===== src/common/cod_defs.svh =====
// Summary of operation
// - Security on blocks program read-back
// - Emission option dithers the system clock
// - Sixteen-level low-voltage reset threshold decode
// - Enabled PWM generators use 16 or 32 MHz
// - Comparator optionally gates PWM outputs
// - Comparator interrupt on both, rising, falling
// - Interrupt bit 0 from A0 or B5
// - Interrupt bit 1 from B0 or A4
`ifndef COD_DEFS_SVH
`define COD_DEFS_SVH

`define COD_OPT_W 16
`define COD_OPT_SEC_BIT 0
`define COD_OPT_EMI_BIT 1
`define COD_OPT_LVR_LSB 2
`define COD_OPT_LVR_MSB 5
`define COD_OPT_PWM32_BIT 6
`define COD_OPT_GATE_BIT 7
`define COD_OPT_EDGE_LSB 8
`define COD_OPT_EDGE_MSB 9
`define COD_OPT_SRC0_BIT 10
`define COD_OPT_SRC1_BIT 11

`define COD_ADDR_W 4
`define COD_DATA_W 16
`define COD_REG_STATUS 4'h0
`define COD_REG_MASK 4'h1
`define COD_REG_OPTION 4'h2
`define COD_MASK_RST 3'h0
`define COD_STATUS_RST 3'h0

`define COD_EVT_CMP 0
`define COD_EVT_SRC0 1
`define COD_EVT_SRC1 2
`define COD_EVT_W 3

`define COD_DITHER_PERIOD 16

`endif


===== src/common/cod_pkg.sv =====
`default_nettype none
package cod_pkg;

    typedef enum logic [1:0] {
        COD_EDGE_ALL,
        COD_EDGE_RISE,
        COD_EDGE_FALL,
        COD_EDGE_SPARE
    } cod_edge_t;

    typedef enum logic [1:0] {
        COD_ST_LOAD,
        COD_ST_RUN
    } cod_state_t;

    typedef struct packed {
        logic src1_alt;
        logic src0_alt;
        cod_edge_t edge_sel;
        logic gate;
        logic pwm_fast;
        logic [3:0] low_voltage_reset;
        logic emi;
        logic security;
    } cod_opt_t;

endpackage
`default_nettype wire


===== src/common/cod_dith_if.sv =====
`timescale 1ns/1ns
`default_nettype none
interface cod_dith_if;
    logic enable;
    logic [1:0] step;
    modport ctl (output enable, input step);
    modport gen (input enable, output step);
endinterface
`default_nettype wire


===== src/rtl/cod_dither.sv =====
`timescale 1ns/1ns
`default_nettype none
`include "cod_defs.svh"
module cod_dither
    import cod_pkg::*;
#(
    parameter int PERIOD = `COD_DITHER_PERIOD
) (
    input wire logic mclk,
    input wire logic rst_n,
    input wire logic clk_en,
    cod_dith_if.gen dith
);
    generate
        if (PERIOD < 2 || PERIOD > 256) begin : g_bad
            $error("cod_dither PERIOD out of range");
        end
    endgenerate

    logic [7:0] cnt_reg;
    logic [7:0] cnt_next;
    logic dir_reg;
    logic dir_next;
    logic [1:0] step_reg;
    logic [1:0] step_next;

    // Triangle sweep: up steps then down steps, trims the oscillator slightly
    always_comb begin
        cnt_next = cnt_reg;
        dir_next = dir_reg;
        step_next = 2'h0;
        if (dith.enable) begin
            step_next = dir_reg ? 2'h3 : 2'h1;
            if (cnt_reg == 8'(PERIOD - 1)) begin
                cnt_next = 8'h00;
                dir_next = ~dir_reg;
            end else begin
                cnt_next = cnt_reg + 8'h01;
            end
        end else begin
            cnt_next = 8'h00;
            dir_next = 1'b0;
        end
    end

    always_ff @(posedge mclk) begin
        if (!rst_n) begin
            cnt_reg <= 8'h00;
            dir_reg <= 1'b0;
            step_reg <= 2'h0;
        end else if (clk_en) begin
            cnt_reg <= cnt_next;
            dir_reg <= dir_next;
            step_reg <= step_next;
        end
    end

    assign dith.step = step_reg;
endmodule
`default_nettype wire


===== src/rtl/cod_top.sv =====
`timescale 1ns/1ns
`default_nettype none
`include "cod_defs.svh"
module cod_top
    import cod_pkg::*;
#(
    parameter int DITHER_PERIOD = `COD_DITHER_PERIOD
) (
    input wire logic mclk,
    input wire logic rst_n,
    input wire logic clk_en,
    input wire logic [`COD_OPT_W-1:0] option_word,
    output logic options_valid,
    input wire logic prog_rd_req,
    input wire logic [15:0] prog_rd_data_in,
    output logic [15:0] prog_rd_data,
    output logic prog_rd_valid,
    output logic prog_rd_refused,
    output logic [1:0] sysclk_dither,
    output logic [3:0] lvr_sel,
    output logic [12:0] lvr_threshold_mv,
    input wire logic [2:0] pwm_ctrl_bit0,
    output logic [2:0] pwm_src_oscillator,
    output logic [2:0] pwm_src_doubled,
    input wire logic [2:0] pwm_raw,
    input wire logic comparator_out,
    output logic [2:0] pwm_out,
    output logic comparator_irq_event,
    input wire logic port_a_bit0,
    input wire logic port_b_bit5,
    input wire logic port_b_bit0,
    input wire logic port_a_bit4,
    output logic int_src0,
    output logic int_src1,
    input wire logic [`COD_ADDR_W-1:0] reg_addr,
    input wire logic [`COD_DATA_W-1:0] reg_wdata,
    input wire logic reg_we,
    input wire logic reg_re,
    output logic [`COD_DATA_W-1:0] reg_rdata,
    output logic irq
);
    generate
        if (`COD_OPT_W < 12 || `COD_DATA_W < `COD_OPT_W) begin : g_bad
            $error("cod_top option or data width too small");
        end
    endgenerate

    function automatic logic [12:0] cod_lvr_mv(input logic [3:0] sel);
        case (sel)
            4'h0: cod_lvr_mv = 13'h1194;
            4'h1: cod_lvr_mv = 13'h0FA0;
            4'h2: cod_lvr_mv = 13'h0EA6;
            4'h3: cod_lvr_mv = 13'h0DAC;
            4'h4: cod_lvr_mv = 13'h0CE4;
            4'h5: cod_lvr_mv = 13'h0C4E;
            4'h6: cod_lvr_mv = 13'h0BB8;
            4'h7: cod_lvr_mv = 13'h0A8C;
            4'h8: cod_lvr_mv = 13'h09C4;
            4'h9: cod_lvr_mv = 13'h0960;
            4'hA: cod_lvr_mv = 13'h08FC;
            4'hB: cod_lvr_mv = 13'h0898;
            4'hC: cod_lvr_mv = 13'h0834;
            4'hD: cod_lvr_mv = 13'h07D0;
            4'hE: cod_lvr_mv = 13'h076C;
            default: cod_lvr_mv = 13'h0708;
        endcase
    endfunction

    // Spare edge code behaves as both edges
    function automatic logic cod_edge_hit(input cod_edge_t sel, input logic prev,
                                          input logic cur);
        case (sel)
            COD_EDGE_RISE: cod_edge_hit = !prev && cur;
            COD_EDGE_FALL: cod_edge_hit = prev && !cur;
            default: cod_edge_hit = prev != cur;
        endcase
    endfunction

    cod_state_t state_reg;
    cod_state_t state_next;
    cod_opt_t opt_reg;
    cod_opt_t opt_next;

    // Options are caught once, in the first enabled cycle after reset release
    always_comb begin
        state_next = state_reg;
        opt_next = opt_reg;
        case (state_reg)
            COD_ST_LOAD: begin
                opt_next.security = option_word[`COD_OPT_SEC_BIT];
                opt_next.emi = option_word[`COD_OPT_EMI_BIT];
                opt_next.low_voltage_reset = option_word[`COD_OPT_LVR_MSB:`COD_OPT_LVR_LSB];
                opt_next.pwm_fast = option_word[`COD_OPT_PWM32_BIT];
                opt_next.gate = option_word[`COD_OPT_GATE_BIT];
                opt_next.edge_sel = cod_edge_t'(option_word[`COD_OPT_EDGE_MSB:`COD_OPT_EDGE_LSB]);
                opt_next.src0_alt = option_word[`COD_OPT_SRC0_BIT];
                opt_next.src1_alt = option_word[`COD_OPT_SRC1_BIT];
                state_next = COD_ST_RUN;
            end
            COD_ST_RUN: begin
                opt_next = opt_reg;
            end
            default: state_next = COD_ST_LOAD;
        endcase
    end

    always_ff @(posedge mclk) begin
        if (!rst_n) begin
            state_reg <= COD_ST_LOAD;
            opt_reg <= '0;
        end else if (clk_en) begin
            state_reg <= state_next;
            opt_reg <= opt_next;
        end
    end

    logic run;
    assign run = state_reg == COD_ST_RUN;
    assign options_valid = run;

    cod_dith_if dith ();
    assign dith.enable = run && opt_reg.emi;
    assign sysclk_dither = dith.step;

    cod_dither #(
        .PERIOD(DITHER_PERIOD)
    ) u_dither (
        .mclk(mclk),
        .rst_n(rst_n),
        .clk_en(clk_en),
        .dith(dith)
    );

    logic [15:0] rd_data_reg, rd_data_next;
    logic rd_valid_reg, rd_valid_next;
    logic rd_refused_reg, rd_refused_next;
    logic [3:0] lvr_sel_reg, lvr_sel_next;
    logic [12:0] lvr_mv_reg, lvr_mv_next;
    logic [2:0] src_osc_reg, src_osc_next;
    logic [2:0] src_dbl_reg, src_dbl_next;
    logic [2:0] pwm_out_reg, pwm_out_next;
    logic cmp_q_reg, cmp_q_next;
    logic cmp_evt_reg, cmp_evt_next;
    logic src0_reg, src0_next;
    logic src1_reg, src1_next;

    always_comb begin
        rd_data_next = 16'h0000;
        rd_valid_next = 1'b0;
        rd_refused_next = 1'b0;
        if (prog_rd_req && run) begin
            if (opt_reg.security) begin
                rd_refused_next = 1'b1;
            end else begin
                rd_valid_next = 1'b1;
                rd_data_next = prog_rd_data_in;
            end
        end
        lvr_sel_next = opt_reg.low_voltage_reset;
        lvr_mv_next = cod_lvr_mv(opt_reg.low_voltage_reset);
        src_osc_next = pwm_ctrl_bit0 & {3{run}};
        src_dbl_next = src_osc_next & {3{opt_reg.pwm_fast}};
        // Gating ANDs the comparator level, no resync of the PWM edge
        pwm_out_next = opt_reg.gate ? (pwm_raw & {3{comparator_out}}) : pwm_raw;
        cmp_q_next = comparator_out;
        cmp_evt_next = run && cod_edge_hit(opt_reg.edge_sel, cmp_q_reg, comparator_out);
        src0_next = opt_reg.src0_alt ? port_b_bit5 : port_a_bit0;
        src1_next = opt_reg.src1_alt ? port_a_bit4 : port_b_bit0;
    end

    always_ff @(posedge mclk) begin
        if (!rst_n) begin
            rd_data_reg <= 16'h0000;
            rd_valid_reg <= 1'b0;
            rd_refused_reg <= 1'b0;
            lvr_sel_reg <= 4'h0;
            lvr_mv_reg <= 13'h0000;
            src_osc_reg <= 3'h0;
            src_dbl_reg <= 3'h0;
            pwm_out_reg <= 3'h0;
            cmp_q_reg <= 1'b0;
            cmp_evt_reg <= 1'b0;
            src0_reg <= 1'b0;
            src1_reg <= 1'b0;
        end else if (clk_en) begin
            rd_data_reg <= rd_data_next;
            rd_valid_reg <= rd_valid_next;
            rd_refused_reg <= rd_refused_next;
            lvr_sel_reg <= lvr_sel_next;
            lvr_mv_reg <= lvr_mv_next;
            src_osc_reg <= src_osc_next;
            src_dbl_reg <= src_dbl_next;
            pwm_out_reg <= pwm_out_next;
            cmp_q_reg <= cmp_q_next;
            cmp_evt_reg <= cmp_evt_next;
            src0_reg <= src0_next;
            src1_reg <= src1_next;
        end
    end

    assign prog_rd_data = rd_data_reg;
    assign prog_rd_valid = rd_valid_reg;
    assign prog_rd_refused = rd_refused_reg;
    assign lvr_sel = lvr_sel_reg;
    assign lvr_threshold_mv = lvr_mv_reg;
    assign pwm_src_oscillator = src_osc_reg;
    assign pwm_src_doubled = src_dbl_reg;
    assign pwm_out = pwm_out_reg;
    assign comparator_irq_event = cmp_evt_reg;
    assign int_src0 = src0_reg;
    assign int_src1 = src1_reg;

    logic [`COD_EVT_W-1:0] status_reg, status_next;
    logic [`COD_EVT_W-1:0] mask_reg, mask_next;
    logic [`COD_DATA_W-1:0] rdata_reg, rdata_next;
    logic [`COD_EVT_W-1:0] evt;
    logic src0_q_reg, src1_q_reg;
    logic [1:0] live_reg;

    // Source events are rising edges of the selected pins
    // Held off until the pin choice has settled, so a pin high at reset is no edge
    assign evt = {src1_reg && !src1_q_reg && live_reg[1],
        src0_reg && !src0_q_reg && live_reg[1],
        cmp_evt_reg};

    always_comb begin
        status_next = status_reg;
        mask_next = mask_reg;
        rdata_next = '0;
        if (reg_we && reg_addr == `COD_REG_STATUS) begin
            status_next = status_reg & ~reg_wdata[`COD_EVT_W-1:0];
        end
        if (reg_we && reg_addr == `COD_REG_MASK) begin
            mask_next = reg_wdata[`COD_EVT_W-1:0];
        end
        // Set after clear so a same-cycle event survives
        status_next = status_next | evt;
        if (reg_re) begin
            case (reg_addr)
                `COD_REG_STATUS: rdata_next = {{(`COD_DATA_W-`COD_EVT_W){1'b0}}, status_reg};
                `COD_REG_MASK: rdata_next = {{(`COD_DATA_W-`COD_EVT_W){1'b0}}, mask_reg};
                `COD_REG_OPTION: rdata_next = {{(`COD_DATA_W-12){1'b0}}, opt_reg};
                default: rdata_next = '0;
            endcase
        end
    end

    always_ff @(posedge mclk) begin
        if (!rst_n) begin
            status_reg <= `COD_STATUS_RST;
            mask_reg <= `COD_MASK_RST;
            rdata_reg <= '0;
            src0_q_reg <= 1'b0;
            src1_q_reg <= 1'b0;
            live_reg <= 2'h0;
        end else if (clk_en) begin
            status_reg <= status_next;
            mask_reg <= mask_next;
            rdata_reg <= rdata_next;
            src0_q_reg <= src0_reg;
            src1_q_reg <= src1_reg;
            live_reg <= {live_reg[0], run};
        end
    end

    assign reg_rdata = rdata_reg;
    assign irq = |(status_reg & mask_reg);
endmodule
`default_nettype wire


===== config.mk =====
export PLATFORM = sky130hd
export DESIGN_NAME = cod_top
export DESIGN_NICKNAME = d
export VERILOG_FILES = /design/src/common/cod_pkg.sv /design/src/common/cod_dith_if.sv /design/src/rtl/cod_dither.sv /design/src/rtl/cod_top.sv
export VERILOG_INCLUDE_DIRS = /design/src /design/src/common
export SDC_FILE = /design/constraint.sdc
export NUM_CORES = 1
export LEC_CHECK = 0
export ABC_AREA = 0
export BUFFER_PORTS_ARGS = -buffer_cell sky130_fd_sc_hd__clkbuf_2
export CAP_MARGIN = 10
export CORE_UTILIZATION = 50
export DETAILED_ROUTE_END_ITERATION = 8
export PLACE_DENSITY = 0.8
export SLEW_MARGIN = 10
export SYNTH_ARGS = -nofsm -noshare
export SYNTH_HDL_FRONTEND = slang
export SYNTH_SLANG_ARGS = --single-unit

===== constraint.sdc =====
create_clock -name mclk -period 1.9 [get_ports mclk]
set_input_delay 0.095 -clock mclk [delete_from_list [all_inputs] [get_ports mclk]]
set_output_delay 0.095 -clock mclk [all_outputs]
set_load 0.05 [all_outputs]

-- Word level (Yosys, flattened, before mapping)
Memory sizes are Yosys's and may differ from the RTL's. A register that Yosys moved wholly into a read port is not among the register bits.
Cells that the tools add are included.
Widths: inputs -> output; s select.
- $add $sub $neg: 1
- equal/unequal tests: 8
- mux-type cells: 20
- bitwise operators: 9
- reduce and logical (&&, ||, !) cells: 23
- operator list (cell ; number):
    $pmux 12 s3 ; 1
    $mux 16 ; 2
    $mux 8 ; 2
    $and 3x3->3 ; 5
    $mux 12 ; 1
    $logic_and 1x1->1 ; 11
    $add 8x1->8 const B ; 1
    $eq 8x4->1 const B ; 1
    $mux 1 ; 8
    $reduce_and 2->1 ; 4
    $mux 3 ; 2
    $logic_not 1->1 ; 5
    $eq 2x1->1 const B ; 2
    $eq 4x1->1 const B ; 1
    $eq 4x2->1 const B ; 1
    $logic_not 4->1 ; 1
    $mux 2 ; 2
    $pmux 2 s2 ; 1
    $not 3->3 ; 1
    $or 3x3->3 ; 1
    $reduce_or 3->1 ; 1
    $eq 2x2->1 const B ; 1
    $logic_not 2->1 ; 1
    $ne 2x1->1 const B ; 1
    other kinds (3) ; 4
- register bits after elaboration: 99
- ROM bits: 192
- input port bits: 69
- output and inout port bits: 67
- word-level logic and storage cells: 92
- memories: 1
- memories (name ; depth ; bits a word ; rd ports ; clocked after Yosys merged registers in ; write ports ; line ; source):
    (name not given) ; 16 ; 12 ; 1 ; 1 ; 0 ; cod_top.sv:49 ; case (sel)

-- Depth between registers and ports, before layout
- word-level depth: 4
- mapped depth: 6

-- Cells and area by module
A second synthesis with hierarchy kept.
- cells, all modules: 454
- area total of the unflattened synthesis: 3998.8 sq um
- modules (own cells, without submodules) (module ; times used ; cells each ; area each (sq um) ; seq. area each (sq um)):
    cod_top ; 1 ; 399 ; 3504.6 ; 1641.6
    cod_dither ; 1 ; 55 ; 494.2 ; 220.2

-- Worst setup path before layout
No wires, ideal clock.
- path type: reg2reg
- from: register state_reg[0]
- to: register rd_data_reg[10] (netlist: prog_rd_data[10])
- setup time: 0.065 ns
- arrival time: 1.533 ns
- path slack: 0.301 ns
- stages on the path, launching flop included: 6
- path through: dfxtp_1 > nand2_1 > nor3_2 > buf_2 > a22oi_1 > nor2_1
- word-level cells in the longest chain between the ends: 3
- RTL lines (item ; line ; source):
    start: declaration ; cod_top.sv:79 ; cod_state_t state_reg;
    start signal: assignment ; cod_top.sv:112 ; state_reg <= state_next;
    $eq 2x1->1 ; cod_top.sv:118 ; assign run = state_reg == COD_ST_RUN;
    $logic_and 1x1->1 ; cod_top.sv:151 ; if (prog_rd_req && run) begin
    $mux 16 ; cod_top.sv:151 ;
    end signal: assignment ; cod_top.sv:186 ; rd_data_reg <= rd_data_next;
    end: declaration ; cod_top.sv:134 ; logic [15:0] rd_data_reg, rd_data_next;
No other way between the ends.
A chain may end at the register's enable or synchronous reset.

-- Worst setup path after layout
- from: register state_reg[0]
- to: register opt_reg[9] in the netlist's numbering
- word-level cells in the longest chain between the ends: 2
- RTL lines (item ; line ; source):
    $logic_not 2->1 ; cod_top.sv:88 ; case (state_reg)
    $reduce_and 2->1 (no line) ; n/a ;
    end signal: assignment ; cod_top.sv:113 ; opt_reg <= opt_next;
    end: declaration ; cod_top.sv:81 ; cod_opt_t opt_reg;
No other way between the ends.

==> results.md <==
- Status: finished, final reports clean
- Slew @ Worst Pin: 886.2 ps
- Clk slew on worst S/H paths: 100 ps
- Initial core utilization: 51.32%
- Fin Setup TNS: 0 ps
- Seq pwr share: 48.1%
- Netlist cell types: 48
- Vias per cell: 5.315
- First-pass GRT wire length: 16.37 mm
- HP Class: in -> reg
- Max-slew headroom: 40.70%
- Setup CP Type: reg -> reg
- Critical path fanouts, max: 12
- Synth Area in Compound Gates: 17.03%
- Syn Area/Cell: 8.728 sq um
- Sw power: 0.001171 W
- Internal power: 0.003119 W
- Drt first pass iters: 5
- Die ar.: 8249 sq um
- Post-Synth Simple-Gate Area: 18.74%
- Pwr Density: 833.0 nW/um^2
- Worst VDD drop: 0.0005409 V
- Num ports: 136
- Die width: 90.83 um
- Die Y: 90.83 um
- CP cell instances: nor2_1, nand2_1, a21oi_1
- Yosys top cell area share: 47.19%
- Dominant cells by area after synthesis: dfxtp_1 47%, nand2_1 5.5%, nor2_1 5.2%
- Vias in the first global route: 3,458
- CP Launch Type: flip-flop
- Combinational share of power: 14.6%
- YS warnings: 0
- Slowest stage delay, CP: 740 ps
- Diode count: 0
- Switching Share: 27.29%
- GPL Wtd Cong: 0.8193
- Area leader, netlist: dfxtp_1
- Post-CTS Setup Inserts: 0
- Cts bufs inserted: 9
- Clock sinks: 93
- Multiplexer share of the synthesized area: 5.138%
- Layout cell share with drive strength beyond 1: 25.46%
- Period utilization: 82.49%
- # setup viols final: 0
- Peak Freq: 638.0 MHz
- Gate Count Post-Synth: 452
- Leak: 2.241 nW
- Register area share after synthesis: 47.19%
- Final #Nets: 671
- Cell Area, Synth: 3945 sq um
- Worst path required time: 2190 ps
- RSZ-0062 raised after global routing: false
- Num rows: 32
- Drt initial violations: 250
- Min cycle time layout: 1567 ps
- Clock skew: 9.493 ps
- Largest net degree at the start of global routing: 52
- Port Buf Inserts: 113
- Core area: 7687 sq um
- Clock Tree Buf Depth: 2
- Initial antenna violation count: 0
- Largest register FFs: 16
- CP endpoint kind: flip-flop
- Post_cts resized: 0
- Slew Limit Fails: 0
- Number of enable flip-flop cells after synthesis: 0
- Worst skew pair latency: 350 ps
- Post-DP Area: 4593 sq um
- Total power: 0.004290 W
- Clock Power Share: 37.3%
- Clock tree from TritonCTS: yes
- Main combinational cell family by area after synthesis: simple AND/OR/NAND/NOR gates
- GR Overflow Total: 0
- Gr usage total: 24.83%
- Area share of fa/ha/maj cells after synthesis: 4.440%
- Via count: 3,694
- Ys async rst share: 0%
- H-tree Lvls: 3
- Max-cap violations: 0
- Area growth, synth to finish: 30.54%
- R2R Setup Slk: 330 ps
- Antenna viol nets, final: 0
- HPWL after DPL: 6.555 mm
- Post-Synth XOR/XNOR Area: 1.554%
- CTS root buf: clkbuf_8
- Ys flop type: dfxtp_1
- Filler Cell Count: 620
- Post-route DRC: 0
- Yosys reg bits: 93
- Final instance area: 5150 sq um
- Final wirelength: 10.08 mm
- Final Hold Viols: 0
- Routed WL per cell: 14.50 um
- Slowest stage cell on the critical path: nor2_1
- Critical Path AT: 1850 ps
- # hold bufs at CTS: 31
-- stage by stage --
stage	worst slack, ps	util, %	hold WS (ps)	cells
floorplan	301.2	-	231.0	456
global placement	410.5	59.75	318.9	648
detailed placement	372.2	59.75	323.8	648
CTS	350.7	66.99	3.655	695
global route	227.4	66.99	1.016	695
finish	332.7	66.99	16.08	695
-- metal layers --
layer / global-route usage (%) / wire (um)
met5: 0 / 0
met4: 10.98 / 270
met3: 5.219 / 488
met2: 41.41 / 4957
met1: 30.85 / 4363
-- cell usage after synthesis, types with 6 or more instances --
cell type and instances:
nor2_1 55, mux2i_1 18, a21oi_1 40, clkbuf_1 18, nand3_1 15, nand2_1 58
buf_1 8, ha_1 14, nand2b_1 6, o21ai_0 15, nand4_1 9, dfxtp_1 93
buf_2 6, a22oi_1 25, inv_1 15
-- worst max-delay path: cells and delay by family (launching register included) --
family          cells  cell delay (ps)
flops               1              450
simple gates        2              900
compound gates      1              160
-- kinds of logic after synthesis --
group | Yosys count
AOI/OAI and AO/OA | 103
xor gates and xnor gates | 7
other | 1
buffers and inverters | 54
DFF | 93
and+or+nand+nor | 161
adders and majority gates | 14
muxes | 19
-- area by class of cell --
cell class	count	area, sq um	area share (%)
Clock inverter	6	118.9	2.308
Clock buffer	10	127.6	2.478
Multi-Input combinational cell	309	1869	36.30
Timing Repair Buffer	158	980.9	19.05
Tap cell	102	127.6	2.478
Sequential cell	93	1862	36.15
Inverter	17	63.81	1.239
-- final timing paths --
path	start	endpoint	cells after the start
worst max-delay path	state_reg[0]	opt_reg[9]	3
worst min-delay path	pwm_ctrl_bit0[0]	pwm_src_oscillator[0]	3
worst min register to register	pwm_out[1]	pwm_out[1]	2
worst max register to register	state_reg[0]	opt_reg[9]	3
-- layout by cell type (no fill, tap or decap), types with 4 or more instances in the layout --
master,n
conb_1,5
nand4_1,9
a22oi_1,25
nand4b_1,4
clkbuf_8,9
a21oi_1,40
buf_4,14
nand3_1,15
o21ai_0,15
dfxtp_1,93
mux2i_1,18
nor2_1,55
dlygate4sd3_1,31
nand2_1,58
xor2_1,5
clkbuf_2,113
ha_1,14
inv_1,15
nand2b_1,6
-- power groups by stage --
stage	Combinational, W	Clock [W]	Sequential [W]
after floorplan	0.000275	0	0.00224
after global routing	0.000675	0.00170	0.00207
final	0.000626	0.00160	0.00206
after global placement	0.000556	0	0.00211
after detailed placement	0.000566	0	0.00211
after CTS	0.000621	0.00162	0.00206
Power figures use the tool's default switching activity.
